`src/verilog/anx_pkg.sv`:
```
// Package of offsets, field positions and reset values for the partner ability and expansion registers
package anx_pkg;
  localparam int ANX_DATA_W = 16;
  localparam int ANX_ADDR_W = 5;
  localparam logic [4:0] ANX_OFS_PARTNER = 5'h05;
  localparam logic [4:0] ANX_OFS_EXPANSION = 5'h06;
  // Partner ability field positions
  localparam int ANX_PA_NEXT_PAGE = 15;
  localparam int ANX_PA_ACK = 14;
  localparam int ANX_PA_REMOTE_FAULT = 13;
  localparam int ANX_PA_RSVD_HI = 12;
  localparam int ANX_PA_RSVD_LO = 10;
  localparam int ANX_PA_T4 = 9;
  localparam int ANX_PA_TX_FD = 8;
  localparam int ANX_PA_TX_HD = 7;
  localparam int ANX_PA_T_FD = 6;
  localparam int ANX_PA_T_HD = 5;
  localparam int ANX_PA_SEL_HI = 4;
  localparam int ANX_PA_SEL_LO = 0;
  localparam logic [4:0] ANX_SEL_IEEE8023 = 5'h01;
  localparam logic [4:0] ANX_SEL_IEEE8029 = 5'h02;
  // Expansion field positions
  localparam int ANX_EX_PAR_FAULT = 4;
  localparam int ANX_EX_LP_NP_ABLE = 3;
  localparam int ANX_EX_NP_ABLE = 2;
  localparam int ANX_EX_PAGE_RX = 1;
  localparam int ANX_EX_LP_AN_ABLE = 0;
  // Reset values
  localparam logic [15:0] ANX_PARTNER_RST = 16'h0000;
  localparam logic [15:0] ANX_EXPANSION_RST = 16'h0004;
  localparam logic ANX_LOCAL_NP_ABLE = 1'b1;
endpackage : anx_pkg

```
`src/verilog/anx_read_if.sv`:
```
`timescale 1ns/1ps
// Interface carrying a register read request and its data between the bank and its read mux
interface anx_read_if;
  logic rd_stb;
  logic [4:0] rd_addr;
  logic [15:0] partner;
  logic [15:0] expansion;
  logic [15:0] rd_data;
  logic rd_partner;
  logic rd_expansion;
  modport bank (output rd_stb, output rd_addr, output partner, output expansion, input rd_data,
    input rd_partner, input rd_expansion);
  modport mux (input rd_stb, input rd_addr, input partner, input expansion, output rd_data,
    output rd_partner, output rd_expansion);
endinterface : anx_read_if

```
`src/verilog/anx_partner_regs.sv`:
```
`timescale 1ns/1ps
// Partner ability and auto-negotiation expansion status registers
// Summary of operation
// - Partner ability register loads from each received link code word
// - Bit 15 shows partner next page flag
// - Bit 14 shows partner acknowledge of local code word
// - Bit 13 shows partner remote fault flag
// - Technology field bits 8..5 come from received code word
// - Reserved partner bits 12..10 always read zero
// - Bit 9 (T4 ability) always reads zero
// - Bits 8..5 report partner TX full, TX half, T full, T half
// - Selector field bits 4..0 hold partner encoding code
// - Expansion bits 15..5 always read zero
// - Expansion bit 3 shows partner next page ability
// - Expansion bit 2 reads one, local next page able
// - Expansion bit 1 shows new page received
// - Parallel detection fault latches high until expansion read
// - Page received sets on store, clears on expansion read
// - Expansion bit 0 sets once valid pulse bursts arrive
module anx_partner_regs
  import anx_pkg::*;
#(
  parameter int DATA_W = ANX_DATA_W
)
(
  input wire logic clk,
  input wire logic rst_n,
  input wire logic lcw_valid,
  input wire logic [anx_pkg::ANX_DATA_W-1:0] lcw_data,
  input wire logic par_fault_evt,
  input wire logic flp_valid,
  input wire logic rd_stb,
  input wire logic [anx_pkg::ANX_ADDR_W-1:0] rd_addr,
  output logic [anx_pkg::ANX_DATA_W-1:0] rd_data,
  output logic rd_valid,
  output logic sel_supported
);
  import anx_pkg::*;

  logic [DATA_W-1:0] partner_ff;
  logic [DATA_W-1:0] nxt_partner;
  logic par_fault_ff;
  logic nxt_par_fault;
  logic lp_np_able_ff;
  logic nxt_lp_np_able;
  logic page_rx_ff;
  logic nxt_page_rx;
  logic lp_an_able_ff;
  logic nxt_lp_an_able;
  logic [DATA_W-1:0] rd_data_ff;
  logic [DATA_W-1:0] nxt_rd_data;
  logic rd_valid_ff;
  logic nxt_rd_valid;
  logic sel_ok_ff;
  logic nxt_sel_ok;
  logic [DATA_W-1:0] expansion;
  logic [DATA_W-1:0] masked_lcw;

  anx_read_if rif ();

  assign rif.rd_stb = rd_stb;
  assign rif.rd_addr = rd_addr;
  assign rif.partner = partner_ff;
  assign rif.expansion = expansion;

  anx_read_mux u_mux (
    .rif(rif)
  );

  always_comb
  begin
    masked_lcw = lcw_data;
    masked_lcw[ANX_PA_RSVD_HI:ANX_PA_RSVD_LO] = '0;
    masked_lcw[ANX_PA_T4] = 1'b0;
  end

  // Partner word group: the stored code word and what is derived from it
  always_comb
  begin
    nxt_partner = partner_ff;
    nxt_lp_np_able = lp_np_able_ff;
    nxt_sel_ok = sel_ok_ff;
    if (lcw_valid)
    begin
      nxt_partner = masked_lcw;
      nxt_lp_np_able = lcw_data[ANX_PA_NEXT_PAGE];
      nxt_sel_ok = (lcw_data[ANX_PA_SEL_HI:ANX_PA_SEL_LO] == ANX_SEL_IEEE8023);
    end
  end

  always_ff @(posedge clk or negedge rst_n)
  begin
    if (!rst_n)
    begin
      partner_ff <= ANX_PARTNER_RST;
      lp_np_able_ff <= 1'b0;
      sel_ok_ff <= 1'b0;
    end
    else
    begin
      partner_ff <= nxt_partner;
      lp_np_able_ff <= nxt_lp_np_able;
      sel_ok_ff <= nxt_sel_ok;
    end
  end

  // Status flag group. Fault and page received flags clear on an expansion read, but a new event in
  // the read cycle wins, so an event is never lost between two polls
  always_comb
  begin
    nxt_par_fault = par_fault_ff;
    if (rif.rd_expansion)
    begin
      nxt_par_fault = 1'b0;
    end
    if (par_fault_evt)
    begin
      nxt_par_fault = 1'b1;
    end
    nxt_page_rx = page_rx_ff;
    if (rif.rd_expansion)
    begin
      nxt_page_rx = 1'b0;
    end
    if (lcw_valid)
    begin
      nxt_page_rx = 1'b1;
    end
    // Sticky: only a reset forgets a partner that was once seen negotiating
    nxt_lp_an_able = lp_an_able_ff | flp_valid;
  end

  always_ff @(posedge clk or negedge rst_n)
  begin
    if (!rst_n)
    begin
      par_fault_ff <= 1'b0;
      page_rx_ff <= 1'b0;
      lp_an_able_ff <= 1'b0;
    end
    else
    begin
      par_fault_ff <= nxt_par_fault;
      page_rx_ff <= nxt_page_rx;
      lp_an_able_ff <= nxt_lp_an_able;
    end
  end

  // Read answer group: data and valid stand for one cycle after the request
  always_comb
  begin
    nxt_rd_data = rif.rd_data;
    nxt_rd_valid = rd_stb;
  end

  always_comb
  begin
    expansion = '0;
    expansion[ANX_EX_PAR_FAULT] = par_fault_ff;
    expansion[ANX_EX_LP_NP_ABLE] = lp_np_able_ff;
    expansion[ANX_EX_NP_ABLE] = ANX_LOCAL_NP_ABLE;
    expansion[ANX_EX_PAGE_RX] = page_rx_ff;
    expansion[ANX_EX_LP_AN_ABLE] = lp_an_able_ff;
  end

  always_ff @(posedge clk or negedge rst_n)
  begin
    if (!rst_n)
    begin
      rd_data_ff <= '0;
      rd_valid_ff <= 1'b0;
    end
    else
    begin
      rd_data_ff <= nxt_rd_data;
      rd_valid_ff <= nxt_rd_valid;
    end
  end

  assign rd_data = rd_data_ff;
  assign rd_valid = rd_valid_ff;
  assign sel_supported = sel_ok_ff;
endmodule : anx_partner_regs

```
`src/verilog/anx_read_mux.sv`:
```
`timescale 1ns/1ps
// Read decode: selects register contents by address and flags which register was read
module anx_read_mux
  import anx_pkg::*;
(
  anx_read_if.mux rif
);
  always_comb
  begin
    rif.rd_data = '0;
    rif.rd_partner = 1'b0;
    rif.rd_expansion = 1'b0;
    if (rif.rd_stb)
    begin
      case (rif.rd_addr)
        ANX_OFS_PARTNER:
        begin
          rif.rd_data = rif.partner;
          rif.rd_partner = 1'b1;
        end
        ANX_OFS_EXPANSION:
        begin
          rif.rd_data = rif.expansion;
          rif.rd_expansion = 1'b1;
        end
        // Other addresses belong to other banks and read as zero here
        default:
        begin
          rif.rd_data = '0;
        end
      endcase
    end
  end
endmodule : anx_read_mux
```
`config.mk`:
```
export PLATFORM = sky130hd
export DESIGN_NAME = anx_partner_regs
export DESIGN_NICKNAME = d
export VERILOG_FILES = /design/src/verilog/anx_pkg.sv /design/src/verilog/anx_read_if.sv /design/src/verilog/anx_partner_regs.sv /design/src/verilog/anx_read_mux.sv
export SDC_FILE = /design/constraint.sdc
export NUM_CORES = 1
export LEC_CHECK = 0
export BUFFER_PORTS_ARGS = -buffer_cell sky130_fd_sc_hd__buf_2
export CAP_MARGIN = 20
export CORE_ASPECT_RATIO = 2
export CORE_UTILIZATION = 45
export CTS_CLUSTER_DIAMETER = 60
export DETAILED_ROUTE_END_ITERATION = 6
export GPL_ROUTABILITY_DRIVEN = 0
export GPL_TIMING_DRIVEN = 0
export PLACE_DENSITY_LB_ADDON = 0.08
export SLEW_MARGIN = 25
export SYNTH_ARGS = -nofsm -noshare
export SYNTH_HDL_FRONTEND = slang
export SYNTH_HIERARCHICAL = 1
export SYNTH_SLANG_ARGS = --single-unit
export TNS_END_PERCENT = 30
```
`constraint.sdc`:
```
create_clock -name clk -period 1.7 [get_ports clk]
set_clock_uncertainty 0.1 [all_clocks]
set_input_delay 0.17 -clock clk [delete_from_list [all_inputs] [get_ports clk]]
set_output_delay 0.17 -clock clk [all_outputs]
set_load 0.02 [all_outputs]
```
Word level (Yosys, flattened, before mapping)
Cells that the tools add are included.
{"block": "word_totals", "ramBits": 0, "latchBits": 0, "regBits": 34, "mem_count": 0, "mem_bits_ro": 0}
{"block": "op_classes", "div_mod_pow": 0, "mux": 7, "n_addsub": 0, "order_cmp": 0, "bitwise": 1, "n_reduce_logical": 2, "eq_ne": 3, "shifts": 0, "multipliers": 0}
{"operator": "$pmux 16 s2", "n": 1}
{"operator": "$mux 16", "n": 1}
{"operator": "$eq 5x3->1 const B", "n": 2}
{"operator": "$eq 5x1->1 const B", "n": 1}
{"operator": "$mux 1", "n": 5}
{"operator": "$reduce_bool 2->1", "n": 2}
{"operator": "$or 1x1->1", "n": 1}

Logic depth before layout (Yosys ltp)
{"block": "depth", "ltp_word": 5, "depth_mapped": 5, "mapped_depth_nobuf": 4}

Modules after synthesis
The synthesis kept the hierarchy.
{"mod": "anx_partner_regs", "instances": 1, "area_each_um2": 1039.7, "cells_each": 57}
{"mod": "anx_read_mux", "instances": 1, "area_each_um2": 442.9, "cells_each": 59}

Least setup slack after synthesis
No wires, ideal clock.
{"block": "synth_timing", "path_kind": "input port to flip-flop", "from": "input port lcw_valid", "to": "register sel_ok_ff, in the netlist sel_supported", "required_time_ns": 1.505, "stages": 3, "setup_time_ns": 0.095, "t_arrival_ns": 0.910, "setup_slack_ns": 0.595, "path_buffers": 1, "path_cell_list": "buf_4 or4b_1 o32ai_2"}
{"element": "start: declaration", "line": "anx_partner_regs.sv:28", "rtl": "input wire logic lcw_valid,"}
{"element": "end signal: assignment", "line": "anx_partner_regs.sv:103", "rtl": "sel_ok_ff <= nxt_sel_ok;"}
{"element": "end: declaration", "line": "anx_partner_regs.sv:54", "rtl": "logic sel_ok_ff;"}

Worst setup path in the final report
{"block": "layout_timing", "from": "input port rd_stb", "to": "register par_fault_ff"}
{"block": "layout_via", "elab_chain_len": 2}
{"element": "start: declaration", "line": "anx_partner_regs.sv:32", "rtl": "input wire logic rd_stb,"}
{"element": "$mux 1", "line": "anx_read_mux.sv:13", "rtl": "if (rif.rd_stb)"}
{"element": "via rif.rd_expansion", "line": "anx_read_if.sv:10", "rtl": "logic rd_expansion;"}
{"element": "$reduce_bool 2->1 (no source line)"}
{"element": "end signal: assignment", "line": "anx_partner_regs.sv:143", "rtl": "par_fault_ff <= nxt_par_fault;"}
{"element": "end: declaration", "line": "anx_partner_regs.sv:42", "rtl": "logic par_fault_ff;"}
The timed path passes the listed nets, and every way through them passes these cells.
A chain may end at the register's enable or synchronous reset.

==> flow_summary.ini <==
[global_route]
grt_max_degree = 34
gr-total-overflow = 0
antenna_found_initial = 0
gr-usage-all-layers_pct = 18.30
grt_pass1_vias = 1079
grt_pass1_wl_microns = 4830

[timing]
holdWs_ps = 11.65
worst_pin_slew_ps = 721.1
post-route-min-period_ps = 1413
finalSetupViolCount = 0
setup_tns_ps = 0
relSlewSlack_pct = 51.93
timing.final.crit_share_pct = 83.14
final_max_slew_viol_count = 0
clock.fmax_ghz = 0.7075
rsz0062_at_grt = no
finalHoldViolCount = 0
fin_ws_ps = 286.6

[clocking]
cts_max_path_buffers = 2
clk_latency_ps = 280
cts_tree = yes
cts.sinks = 33
clk_pin_slew_ps = 70
cts-resized-gates = 0
cts_inserted_buffers = 5
htree_levels = 2
cts_root_buf = clkbuf_8

[logic_synthesis]
netlist_area_sq_mm = 0.001475
syn_area_per_cell_sq_um = 12.83
yosys_warnings = 6
netlist_instances = 115

[cells_and_area]
nets = 208
postLayoutCellArea_sq_mm = 0.001904
final_common_cell = buf_2
mostFrequentLayoutCells = 44 x buf_2, 33 x dfrtp_1, 32 x nand3b_1
fillers = 277
area_growth_pct = 29.09
diodes = 0
finalNonFillerCells = 213
drive_gt1_share_pct = 42.31

[setup_path]
crit_buf_inv = 4
rr_worst_depth = 1
worstPathArrival_ps = 1490
path_class = in -> reg
crit_path_top_delay_cell = dlygate4sd3_1
cp.required_ps = 1770
cpPeakStageDelay_ps = 520
critPathLaunchType = primary input
critPathMaxFanout = 8
end_kind = flip-flop
path_cells = dlygate4sd3_1 -> buf_2 -> nand4bb_1 -> buf_6 -> nor3b_1 -> inv_1 -> a21o_1
critPathTopFamily = buffers and inverters
cp_num_cells = 7

[die]
die-area_sq_mm = 0.003525
start_util_pct = 46.73
dieWidth_microns = 42.49
die_h_microns = 82.97
coreArea_sq_mm = 0.003157
rows = 29
ioPinCount = 45

[power]
clockPowerShare_pct = 35.2
leakage_nw = 0.8889
irDropWorstVdd_mv = 0.6379
comb_power_share_pct = 11.6
power.switching_mw = 0.3833
switching_share_pct = 24.30
p_int_mw = 1.194
power_frac_seq_pct = 53.2
power_density_mw_per_mm2 = 828.5

[route]
drc = 0
routedWlPerCell_microns = 13.14
vias = 1061
via_per_inst = 4.981
drtIter0Drc = 19
dr.pass1.iters = 4
postRouteAntennaNets = 0
wl_microns = 2798

[worst_hold_path]
hold_depth = 2
hold_path_class = in -> reg

[placed_design]
placed_area_sq_mm = 0.001762
post-place-ws_ps = 451.4
portBuffers = 39
dp_cells = 199
place_hpwl_microns = 2044

[job]
cap_viol_max_count = 0

[run_status]
status = completed
## timing repair
action / CTS / global route
buffers inserted: 0 / 0
hold buffers: 6 / 0
endpoints found under the hold margin: 38 / 0
## state kept, by name (all words and copies together) (netlist names)
signal / flops
rd_data: 16
partner_ff: 12
lp_an_able_ff: 1
page_rx_ff: 1
par_fault_ff: 1
rd_valid: 1
sel_supported: 1
## through the flow
step / utilization, % / power (mW)
floorplan: - / 0.9565
detailed placement: 55.81 / 1.029
global placement: 55.81 / 1.023
global route: 60.32 / 1.657
CTS: 60.32 / 1.604
finish: 60.32 / 1.578
## area by class of cell
class / instances / area [sq um] / share of cell area, %
repair buffers: 45 / 255.2 / 13.40
multi-input cells: 83 / 619.3 / 32.52
plain buffers: 10 / 71.32 / 3.745
inverters: 3 / 11.26 / 0.5913
clock buffers: 6 / 72.57 / 3.811
clock inverters: 2 / 10.01 / 0.5256
well taps: 31 / 38.79 / 2.037
flip-flops and latches: 33 / 825.8 / 43.36
## final timing paths
check / startpoint / endpoint / slack, ps
max in group asynchronous: rst_n / rd_data[14] / 660
setup / recovery: rd_stb / par_fault_ff / 290
hold / removal: lcw_data[6] / partner_ff[6] / 10
hold reg to reg: lp_an_able_ff / lp_an_able_ff / 380
min in group asynchronous: rst_n / partner_ff[5] / 370
setup reg to reg: partner_ff[15] / partner_ff[15] / 830
## layer usage
layer  vias to the layer above  share of wire [%]  wire (microns)  global-route usage [%]
met2                        33                 55            1525                   33.29
li1                        518                  -               -                       -
met4                         0                2.2              62                   7.670
met3                         6                4.1             115                   5.435
met5                         -                  0               0                       0
met1                       504                 39            1095                   18.35
## power groups by stage
stage	clock, mW	combinational [mW]	sequential [mW]
finish	0.556	0.184	0.839
global placement	0	0.171	0.853
floorplan	0	0.101	0.855
CTS	0.579	0.186	0.839
global route	0.611	0.205	0.842
detailed placement	0	0.175	0.854
No activity file was read; power rests on OpenSTA's default activity.
